--- src/design/ufi_pkg.sv ---
// Constants for the USB power, frame and event-flag register block
package ufi_pkg;
    // ------------------------------------------------------------
    // Register indices (byte address is four times the index)
    // ------------------------------------------------------------
    localparam logic [5:0] IDX_POWER   = 6'h01;
    localparam logic [5:0] IDX_IN_FL   = 6'h02;
    localparam logic [5:0] IDX_OUT_FL  = 6'h04;
    localparam logic [5:0] IDX_CM_FL   = 6'h06;
    localparam logic [5:0] IDX_IN_EN   = 6'h07;
    localparam logic [5:0] IDX_OUT_EN  = 6'h09;
    localparam logic [5:0] IDX_CM_EN   = 6'h0b;
    localparam logic [5:0] IDX_FRAME_L = 6'h0c;
    localparam logic [5:0] IDX_FRAME_H = 6'h0d;
    // ------------------------------------------------------------
    // Power register fields
    // ------------------------------------------------------------
    localparam int PWR_ISO_DEFER  = 7;
    localparam int PWR_INHIBIT    = 4;
    localparam int PWR_RESET      = 3;
    localparam int PWR_RESUME     = 2;
    localparam int PWR_SUSPENDED  = 1;
    localparam int PWR_SUSP_EN    = 0;
    // ------------------------------------------------------------
    // Common flag fields and frame high bit offset
    // ------------------------------------------------------------
    localparam int CM_SOF         = 3;
    localparam int CM_BUS_RESET   = 2;
    localparam int CM_WAKEUP      = 1;
    localparam int CM_SLEEP       = 0;
    localparam int FRAME_HI_LSB   = 8;
    // ------------------------------------------------------------
    // Reset values
    // ------------------------------------------------------------
    localparam logic [7:0] POWER_RST  = 8'h10;
    localparam logic [1:0] IN_EN_RST  = 2'h3;
    localparam logic       OUT_EN_RST = 1'b1;
    localparam logic [3:0] CM_EN_RST  = 4'h6;
    // ------------------------------------------------------------
    // Timing
    // ------------------------------------------------------------
    localparam int FRAME_NS     = 1000000;
    localparam int CLK_NS       = 100;
    localparam int FRAME_CYCLES = FRAME_NS / CLK_NS;
    localparam int FRAME_GUARD  = 50;
endpackage

--- src/design/ufi_regs.sv ---
// USB power control, frame number and event-flag registers behind APB
//
// Behaviour
// - Iso update off: send ready packet next IN
// - Iso update on: hold until SOF, else zero-length
// - Inhibit reads one after hardware or soft reset, not after bus reset
// - Software write of one to inhibit ignored
// - Inhibit set ignores all bus traffic
// - Writing reset bit resets whole controller
// - Reset bit reads live bus reset detect
// - Resume write while suspended drives wakeup signalling
// - Resume cleared: leave suspend, raise interrupt
// - Suspend state set on suspend, cleared on resume
// - Suspend enable gates suspend detection
// - Frame low returns frame bits 7-0
// - Frame high returns bits 10-8, rest zero
// - Interrupt request high while any flag set
// - Reading flag register clears only that register
// - IN flags: control bit0, IN one bit1
// - OUT flags: OUT one in bit1 only
// - SOF flag on token or missed SOF
// - Bus reset flag on reset signalling
// - Wakeup flag on resume while suspended
// - Sleep flag only with suspend detect enabled
// - Enables per flag, common resets to 06
// - Leave suspend on resume, bus reset, reset
//
// Local design decision: register access over APB.
`timescale 1ns/1ps
module ufi_regs #(
    parameter int unsigned TW           = 16,
    parameter int unsigned FRAME_CYCLES = ufi_pkg::FRAME_CYCLES,
    parameter int unsigned FRAME_GUARD  = ufi_pkg::FRAME_GUARD
) (
    input  wire logic        pclk,
    input  wire logic        presetn,
    input  wire logic        psel,
    input  wire logic        penable,
    input  wire logic        pwrite,
    input  wire logic [7:0]  paddr,
    input  wire logic [31:0] pwdata,
    output logic             pready,
    output logic [31:0]      prdata,
    output logic             pslverr,
    input  wire logic        sie_sof_token,
    input  wire logic [10:0] sie_frame_number,
    input  wire logic        sie_bus_reset,
    input  wire logic        sie_resume_detect,
    input  wire logic        sie_suspend_detect,
    input  wire logic        sie_ep0_event,
    input  wire logic        sie_in1_event,
    input  wire logic        sie_out_ep_one_pending_event,
    input  wire logic        iso_in_token,
    input  wire logic        in_packet_ready,
    output logic             usb_irq,
    output logic             controller_inhibit,
    output logic             core_reset,
    output logic             drive_resume,
    output logic             suspend_state,
    output logic             iso_send_packet,
    output logic             iso_send_zero_length
);
    // ------------------------------------------------------------
    // State
    // ------------------------------------------------------------
    typedef struct packed {
        logic [7:0]    rdata;
        logic          slverr;
        logic          iso_deferred_send;
        logic          controller_inhibit;
        logic          resume;
        logic          suspend_state;
        logic          suspend_detect_enable;
        logic [10:0]   frame;
        logic [1:0]    in_fl;
        logic          out_fl;
        logic [3:0]    cm_fl;
        logic [1:0]    in_en;
        logic          out_en;
        logic [3:0]    cm_en;
        logic          bus_rst_prev;
        logic          core_rst;
        logic          sof_seen;
        logic [TW-1:0] timer;
        logic          iso_pkt;
        logic          iso_rel;
        logic          iso_send;
        logic          iso_zlp;
    } ufi_state_t;

    ufi_state_t s_q;
    ufi_state_t s_d;

    function automatic ufi_state_t ufi_reset_state();
        ufi_state_t r;
        r                       = '0;
        r.controller_inhibit    = ufi_pkg::POWER_RST[ufi_pkg::PWR_INHIBIT];
        r.iso_deferred_send     = ufi_pkg::POWER_RST[ufi_pkg::PWR_ISO_DEFER];
        r.suspend_detect_enable = ufi_pkg::POWER_RST[ufi_pkg::PWR_SUSP_EN];
        r.in_en                 = ufi_pkg::IN_EN_RST;
        r.out_en                = ufi_pkg::OUT_EN_RST;
        r.cm_en                 = ufi_pkg::CM_EN_RST;
        return r;
    endfunction

    function automatic logic [7:0] ufi_read(input logic [5:0] idx, input ufi_state_t s,
                                            input logic bus_rst);
        logic [7:0] v;
        v = 8'h00;
        case (idx)
            ufi_pkg::IDX_POWER: begin
                v[ufi_pkg::PWR_ISO_DEFER] = s.iso_deferred_send;
                v[ufi_pkg::PWR_INHIBIT]   = s.controller_inhibit;
                v[ufi_pkg::PWR_RESET]     = bus_rst;
                v[ufi_pkg::PWR_RESUME]    = s.resume;
                v[ufi_pkg::PWR_SUSPENDED] = s.suspend_state;
                v[ufi_pkg::PWR_SUSP_EN]   = s.suspend_detect_enable;
            end
            ufi_pkg::IDX_IN_FL:   v[1:0] = s.in_fl;
            ufi_pkg::IDX_OUT_FL:  v[1]   = s.out_fl;
            ufi_pkg::IDX_CM_FL:   v[3:0] = s.cm_fl;
            ufi_pkg::IDX_IN_EN:   v[1:0] = s.in_en;
            ufi_pkg::IDX_OUT_EN:  v[1]   = s.out_en;
            ufi_pkg::IDX_CM_EN:   v[3:0] = s.cm_en;
            ufi_pkg::IDX_FRAME_L: v      = s.frame[7:0];
            ufi_pkg::IDX_FRAME_H: v[2:0] = s.frame[10:ufi_pkg::FRAME_HI_LSB];
            default:              v      = 8'h00;
        endcase
        return v;
    endfunction

    function automatic logic ufi_mapped(input logic [5:0] idx);
        return idx == ufi_pkg::IDX_POWER || idx == ufi_pkg::IDX_IN_FL
            || idx == ufi_pkg::IDX_OUT_FL || idx == ufi_pkg::IDX_CM_FL
            || idx == ufi_pkg::IDX_IN_EN || idx == ufi_pkg::IDX_OUT_EN
            || idx == ufi_pkg::IDX_CM_EN || idx == ufi_pkg::IDX_FRAME_L
            || idx == ufi_pkg::IDX_FRAME_H;
    endfunction

    // ------------------------------------------------------------
    // Bus decode and events
    // ------------------------------------------------------------
    logic [5:0] idx;
    logic       setup;
    logic       wr_acc;
    logic       rd_acc;
    logic       wr_power;
    logic       ok;
    logic       rst_rise;
    logic       timer_exp;
    logic       sof_evt;
    logic       resume_end;
    logic       wake_det;
    logic       sleep_det;
    logic [1:0] in_set;
    logic       out_set;
    logic [3:0] cm_set;

    assign idx       = paddr[7:2];
    assign setup     = psel & ~penable;
    assign wr_acc    = psel & penable & pwrite;
    assign rd_acc    = psel & penable & ~pwrite;
    assign wr_power  = wr_acc && idx == ufi_pkg::IDX_POWER;
    assign ok        = ~s_q.controller_inhibit;
    assign rst_rise  = ok & sie_bus_reset & ~s_q.bus_rst_prev;
    // Only armed once a real SOF has set the frame phase
    assign timer_exp = ok & s_q.sof_seen & ~sie_sof_token
                     & (s_q.timer == TW'(FRAME_CYCLES + FRAME_GUARD - 1));
    assign sof_evt   = (ok & sie_sof_token) | timer_exp;
    assign resume_end = wr_power & ~pwdata[ufi_pkg::PWR_RESUME]
                      & ~pwdata[ufi_pkg::PWR_RESET] & s_q.resume;
    assign wake_det  = ok & sie_resume_detect & s_q.suspend_state;
    assign sleep_det = ok & sie_suspend_detect & s_q.suspend_detect_enable;

    // Flags only latch events whose enable is set
    assign in_set  = {sie_in1_event, sie_ep0_event} & {2{ok}} & s_q.in_en;
    assign out_set = sie_out_ep_one_pending_event & ok & s_q.out_en;
    assign cm_set  = {sof_evt, rst_rise, wake_det | resume_end, sleep_det}
                   & s_q.cm_en;

    // ------------------------------------------------------------
    // Next state
    // ------------------------------------------------------------
    always_comb begin
        s_d              = s_q;
        s_d.core_rst     = 1'b0;
        s_d.iso_send     = 1'b0;
        s_d.iso_zlp      = 1'b0;
        s_d.bus_rst_prev = sie_bus_reset;

        // Read data is captured in setup so prdata comes from a flop
        if (setup) begin
            s_d.rdata  = ufi_read(idx, s_q, sie_bus_reset);
            s_d.slverr = ~ufi_mapped(idx);
        end

        // Only bits actually returned are cleared, so a late set survives
        s_d.in_fl  = s_q.in_fl;
        s_d.out_fl = s_q.out_fl;
        s_d.cm_fl  = s_q.cm_fl;
        if (rd_acc && idx == ufi_pkg::IDX_IN_FL) begin
            s_d.in_fl = s_q.in_fl & ~s_q.rdata[1:0];
        end
        if (rd_acc && idx == ufi_pkg::IDX_OUT_FL) begin
            s_d.out_fl = s_q.out_fl & ~s_q.rdata[1];
        end
        if (rd_acc && idx == ufi_pkg::IDX_CM_FL) begin
            s_d.cm_fl = s_q.cm_fl & ~s_q.rdata[3:0];
        end
        s_d.in_fl  = s_d.in_fl | in_set;
        s_d.out_fl = s_d.out_fl | out_set;
        s_d.cm_fl  = s_d.cm_fl | cm_set;

        if (ok && sie_sof_token) begin
            s_d.frame = sie_frame_number;
        end

        // Frame interval timer
        if (ok && sie_sof_token) begin
            s_d.sof_seen = 1'b1;
            s_d.timer    = '0;
        end else if (timer_exp) begin
            s_d.timer = '0;
        end else if (s_q.sof_seen) begin
            s_d.timer = s_q.timer + TW'(1);
        end
        if (rst_rise || s_q.suspend_state || !ok) begin
            s_d.sof_seen = 1'b0;
            s_d.timer    = '0;
        end

        // Suspend state
        if (sleep_det) begin
            s_d.suspend_state = 1'b1;
        end
        if (wake_det || rst_rise || resume_end || (ok && sie_resume_detect)) begin
            s_d.suspend_state = 1'b0;
        end

        // Isochronous IN release
        if (in_packet_ready) begin
            s_d.iso_pkt = 1'b1;
            s_d.iso_rel = 1'b0;
        end
        if (sof_evt && s_q.iso_pkt) begin
            s_d.iso_rel = 1'b1;
        end
        if (ok && iso_in_token && s_q.iso_pkt) begin
            if (!s_q.iso_deferred_send || s_q.iso_rel) begin
                s_d.iso_send = 1'b1;
                s_d.iso_pkt  = 1'b0;
                s_d.iso_rel  = 1'b0;
            end else begin
                s_d.iso_zlp = 1'b1;
            end
        end

        // Register writes
        if (wr_acc) begin
            case (idx)
                ufi_pkg::IDX_POWER: begin
                    s_d.iso_deferred_send     = pwdata[ufi_pkg::PWR_ISO_DEFER];
                    s_d.controller_inhibit    = s_q.controller_inhibit
                                              & pwdata[ufi_pkg::PWR_INHIBIT];
                    s_d.suspend_detect_enable = pwdata[ufi_pkg::PWR_SUSP_EN];
                    if (pwdata[ufi_pkg::PWR_RESUME] && s_q.suspend_state) begin
                        s_d.resume = 1'b1;
                    end else if (!pwdata[ufi_pkg::PWR_RESUME]) begin
                        s_d.resume = 1'b0;
                    end
                end
                ufi_pkg::IDX_IN_EN:  s_d.in_en  = pwdata[1:0];
                ufi_pkg::IDX_OUT_EN: s_d.out_en = pwdata[1];
                ufi_pkg::IDX_CM_EN:  s_d.cm_en  = pwdata[3:0];
                default: begin
                end
            endcase
        end

        // Soft reset restores every register, inhibit included
        if (wr_power && pwdata[ufi_pkg::PWR_RESET]) begin
            s_d          = ufi_reset_state();
            s_d.core_rst = 1'b1;
            s_d.rdata    = s_q.rdata;
            s_d.slverr   = s_q.slverr;
        end
    end

    always_ff @(posedge pclk or negedge presetn) begin
        if (!presetn) begin
            s_q <= ufi_reset_state();
        end else begin
            s_q <= s_d;
        end
    end

    // ------------------------------------------------------------
    // Outputs
    // ------------------------------------------------------------
    assign pready               = 1'b1;
    assign prdata               = {24'h000000, s_q.rdata};
    assign pslverr              = psel & penable & s_q.slverr;
    assign usb_irq              = |{s_q.in_fl, s_q.out_fl, s_q.cm_fl};
    assign controller_inhibit   = s_q.controller_inhibit;
    assign core_reset           = s_q.core_rst;
    assign drive_resume         = s_q.resume;
    assign suspend_state        = s_q.suspend_state;
    assign iso_send_packet      = s_q.iso_send;
    assign iso_send_zero_length = s_q.iso_zlp;
endmodule

--- config.mk ---
export PLATFORM = sky130hd
export DESIGN_NAME = ufi_regs
export DESIGN_NICKNAME = d
export VERILOG_FILES = /design/src/design/ufi_pkg.sv /design/src/design/ufi_regs.sv
export SDC_FILE = /design/constraint.sdc
export NUM_CORES = 1
export LEC_CHECK = 0
export BUFFER_PORTS_ARGS = -buffer_cell sky130_fd_sc_hd__buf_2
export CAP_MARGIN = 15
export CORE_ASPECT_RATIO = 2
export CORE_UTILIZATION = 44
export CTS_BUF_LIST = sky130_fd_sc_hd__clkbuf_4
export CTS_CLUSTER_DIAMETER = 150
export DETAILED_ROUTE_END_ITERATION = 12
export PLACE_DENSITY = 0.79
export SLEW_MARGIN = 20
export SYNTH_ARGS = -nofsm -noshare
export SYNTH_HDL_FRONTEND = slang
export SYNTH_SLANG_ARGS = --single-unit
--- constraint.sdc ---
create_clock -name pclk -period 3.05 [get_ports pclk]
set_input_delay 0.1525 -clock pclk [delete_from_list [all_inputs] [get_ports pclk]]
set_output_delay 0.1525 -clock pclk [all_outputs]
set_load 0.05 [all_outputs]
==> impl_metrics.csv <==
group,metric,value,unit
setup_path,r2r-start,"controller_inhibit",
synth,synth_async_sr_flop_share,100,%
synth,ys_top_cells_by_count,"56 x dfrtp_1, 39 x nand2_1, 39 x nor2_1",
setup_path,r2r_slack,0.69,ns
sta,period_minus_slack,2.36,ns
synth,netlist-cell-type-count,63,
global_route,grt_max_degree,23,
routing,drc,0,
synth,synthTopCellsByArea,"dfrtp_1 39%, buf_4 7.1%, mux2i_1 4.5%, dfstp_2 4.4%, nand2_1 4.1%",
sta,fin_ws,0.687,ns
final_layout,n_antenna_cell,0,
synth,synth_ff_type,"dfrtp_1",
setup_path,crit_required,3.36,ns
sta,fin_crit_sh,77.5,%
routing,totalWireLength,9080,um
clock_tree,clock-sinks,62,
setup_path,cp.arrival,2.67,ns
die,boundaryPins,106,
clock_tree,insertion_delay,0.41,ns
setup_path,cp_top_family,"simple AND/OR/NAND/NOR gates",
synth,synth-edff-count,0,
global_route,first_global_vias,2971,
die,fp.dieArea,8570,um^2
final_layout,fin_cells,534,
worst_hold_path,holdPathEnd,"s_q[29]",
placement,placed_area,3750,um^2
placement,place_hpwl,7100,um
setup_path,endpoint_kind,"register",
power,leakagePower,1.84,nW
worst_hold_path,min_path_cells,3,
routing,first_pass_iters,5,
clock_tree,cts_buffers,9,
worst_hold_path,hp-class,"primary input to register",
status,status,"complete, no violations",
power,power_density,440,nW/um^2
clock_tree,clk_pin_slew,0.10,ns
clock_tree,htree_levels,3,
die,core_area,7940,um^2
sta,rsz0062_at_grt,"no",
synth,synth_warnings,0,
sta,slew_headroom,41.1,%
placement,gp_congestion,0.936,
power,total_power,1.75,mW
sta,finalMaxSlewViolations,0,
die,start_util,45.3,%
clock_tree,clock-root-buffer,"clkbuf_4",
final_layout,final_layout_size_suffix_gt1_share,23.1,%
sta,tightest_slew,0.871,ns
sta,finalSetupViolations,0,
power,irDropWorstVdd,0.000267,V
placement,numPortBuffers,52,
setup_path,regToRegEndpoint,"s_q[15]",
setup_path,r2r_cells,5,
global_route,antenna_found_initial,0,
final_layout,final_core_util,50.2,%
setup_path,worstPathMaxFanout,14,
sta,max_clock_freq,423,MHz
setup_path,crit_slowest_cell,"nor2_1",
global_route,grtUsageTotal,22.8,%
clock_tree,cts_tree,"done",
sta,timing.setup.tns,0,ns
routing,num_vias,3010,
setup_path,critPathLaunchType,"register",
setup_path,critical_path_class,"register to register",
synth,netlist_instances,377,
die,die_w,65.9,um
synth,syn_area_per_cell,9.54,um^2
placement,dp_cells,506,
routing,ant_nets,0,
setup_path,path_cells,"and2b_1 > nor2_1 > nor3_1 > xnor2_1 > nor2_2",
worst_hold_path,hold_start,"pwdata[1]",
synth,syn_area,3600,um^2
global_route,grt_first_pass_wirelength,14300,um
global_route,grt_overflow_total,0,
placement,place_ws,0.722,ns
sta,hold_viol,0,
clock_tree,clock_path_buffers,2,
routing,wl_per_cell,17.0,um
sta,skew,0.0183,ns
setup_path,worst_path_largest_cell_delay,0.73,ns
routing,vias_per_cell,5.64,
final_layout,design_area,3990,um^2
setup_path,cp_num_buf_inv,0,
routing,drt-initial-drc-count,194,
run,cap_violations,0,
sta,hold_ws,0.0118,ns
synth,yosysSeqAreaShare,43.3,%
synth,synth_top_area_cell,"dfrtp_1",
die,rows,46,
synth,synth.most_common_cell,"dfrtp_1",
synth,ys_seq_elements,62,
final_layout,area_delta_synth_final,10.7,%
die,die_y,130,um
final_layout,nNetsFinal,502,
synth,netlist.area_leader.share,38.9,%
[worst min-delay path: cells and delay by family]
| family | cells | cell delay [ns] |
|---|---|---|
| AND/OR/NAND/NOR | 1 | 0.06 |
| multiplexers | 1 | 0.07 |
| buffers and inverters | 1 | 0.11 |
[worst max-delay path by stage]
stage                        from  slack [ns]       to  cells after the start
6_report       controller_inhibit        0.69  s_q[15]                      5
5_1_grt        controller_inhibit        0.62  s_q[15]                      5
4_1_cts        controller_inhibit        0.70  s_q[15]                      5
3_5_place_dp   controller_inhibit        0.72  s_q[15]                      5
3_3_place_gp   controller_inhibit        0.79  s_q[15]                      5
2_1_floorplan  controller_inhibit        1.23  s_q[15]                      6
[per-layer routing]
layer	up-vias	track usage, %	routed length [um]	share of wire, %
met5	-	0	0	0
li1	1408	-	-	-
met3	41	4.20	355	3.9
met2	115	40.1	4940	54
met4	0	17.0	588	6.5
met1	1446	23.3	3200	35
[flip-flops by register name, indices dropped and copies added (netlist names)]
signal                cells
iso_send_zero_length      1
controller_inhibit        1
drive_resume              1
iso_send_packet           1
s_q                      48
suspend_state             1
core_reset                1
prdata                    8
[layout by cell type (no fill, tap or decap), types with 7 or more instances in the layout]
cell / count
o21ai_0: 13
conb_1: 25
mux2i_1: 16
clkbuf_4: 11
nor2_2: 10
nor3_1: 7
dfrtp_1: 56
a21oi_1: 15
dlygate4sd3_1: 14
nand2_1: 39
buf_2: 52
nor2_1: 39
a22oi_1: 11
and3_1: 7
nand3_1: 12
[kinds of logic after synthesis]
kind of cell | after synthesis | share of synthesized area, %
other | 2 | 0.209
muxes | 18 | 5.08
buffers and inverters | 51 | 10.0
xor gates and xnor gates | 10 | 2.43
adders and majority gates | 2 | 0.695
AOI/OAI and AO/OA | 67 | 12.5
DFF | 62 | 43.3
and+or+nand+nor | 165 | 25.7
[cell type report]
type                            instances  area [um^2]
Clock inverter                          3         13.8
Clock buffer                           11         82.6
Sequential cell                        62         1560
Multi-Input combinational cell        287         1760
Fill cell                             756         3960
Inverter                                6         22.5
Tap cell                               96          120
Timing Repair Buffer                   69          423
[what timing repair did]
action / CTS / global route
hold buffers: 12 / 2
gates resized for setup: 0 / 0
endpoints found under the hold margin: 31 / 2
endpoints found under the setup margin: 0 / 0
buffers inserted: 0 / 0
[where the power goes]
part	switching, mW	internal (mW)	leakage (nW)	total, mW
Sequential	0.0664	0.898	0.784	0.964
Clock	0.284	0.172	0.0600	0.456
Combinational	0.227	0.108	0.998	0.335
Total	0.577	1.18	1.84	1.75
Note: power is estimated with default switching activity, not from simulation.
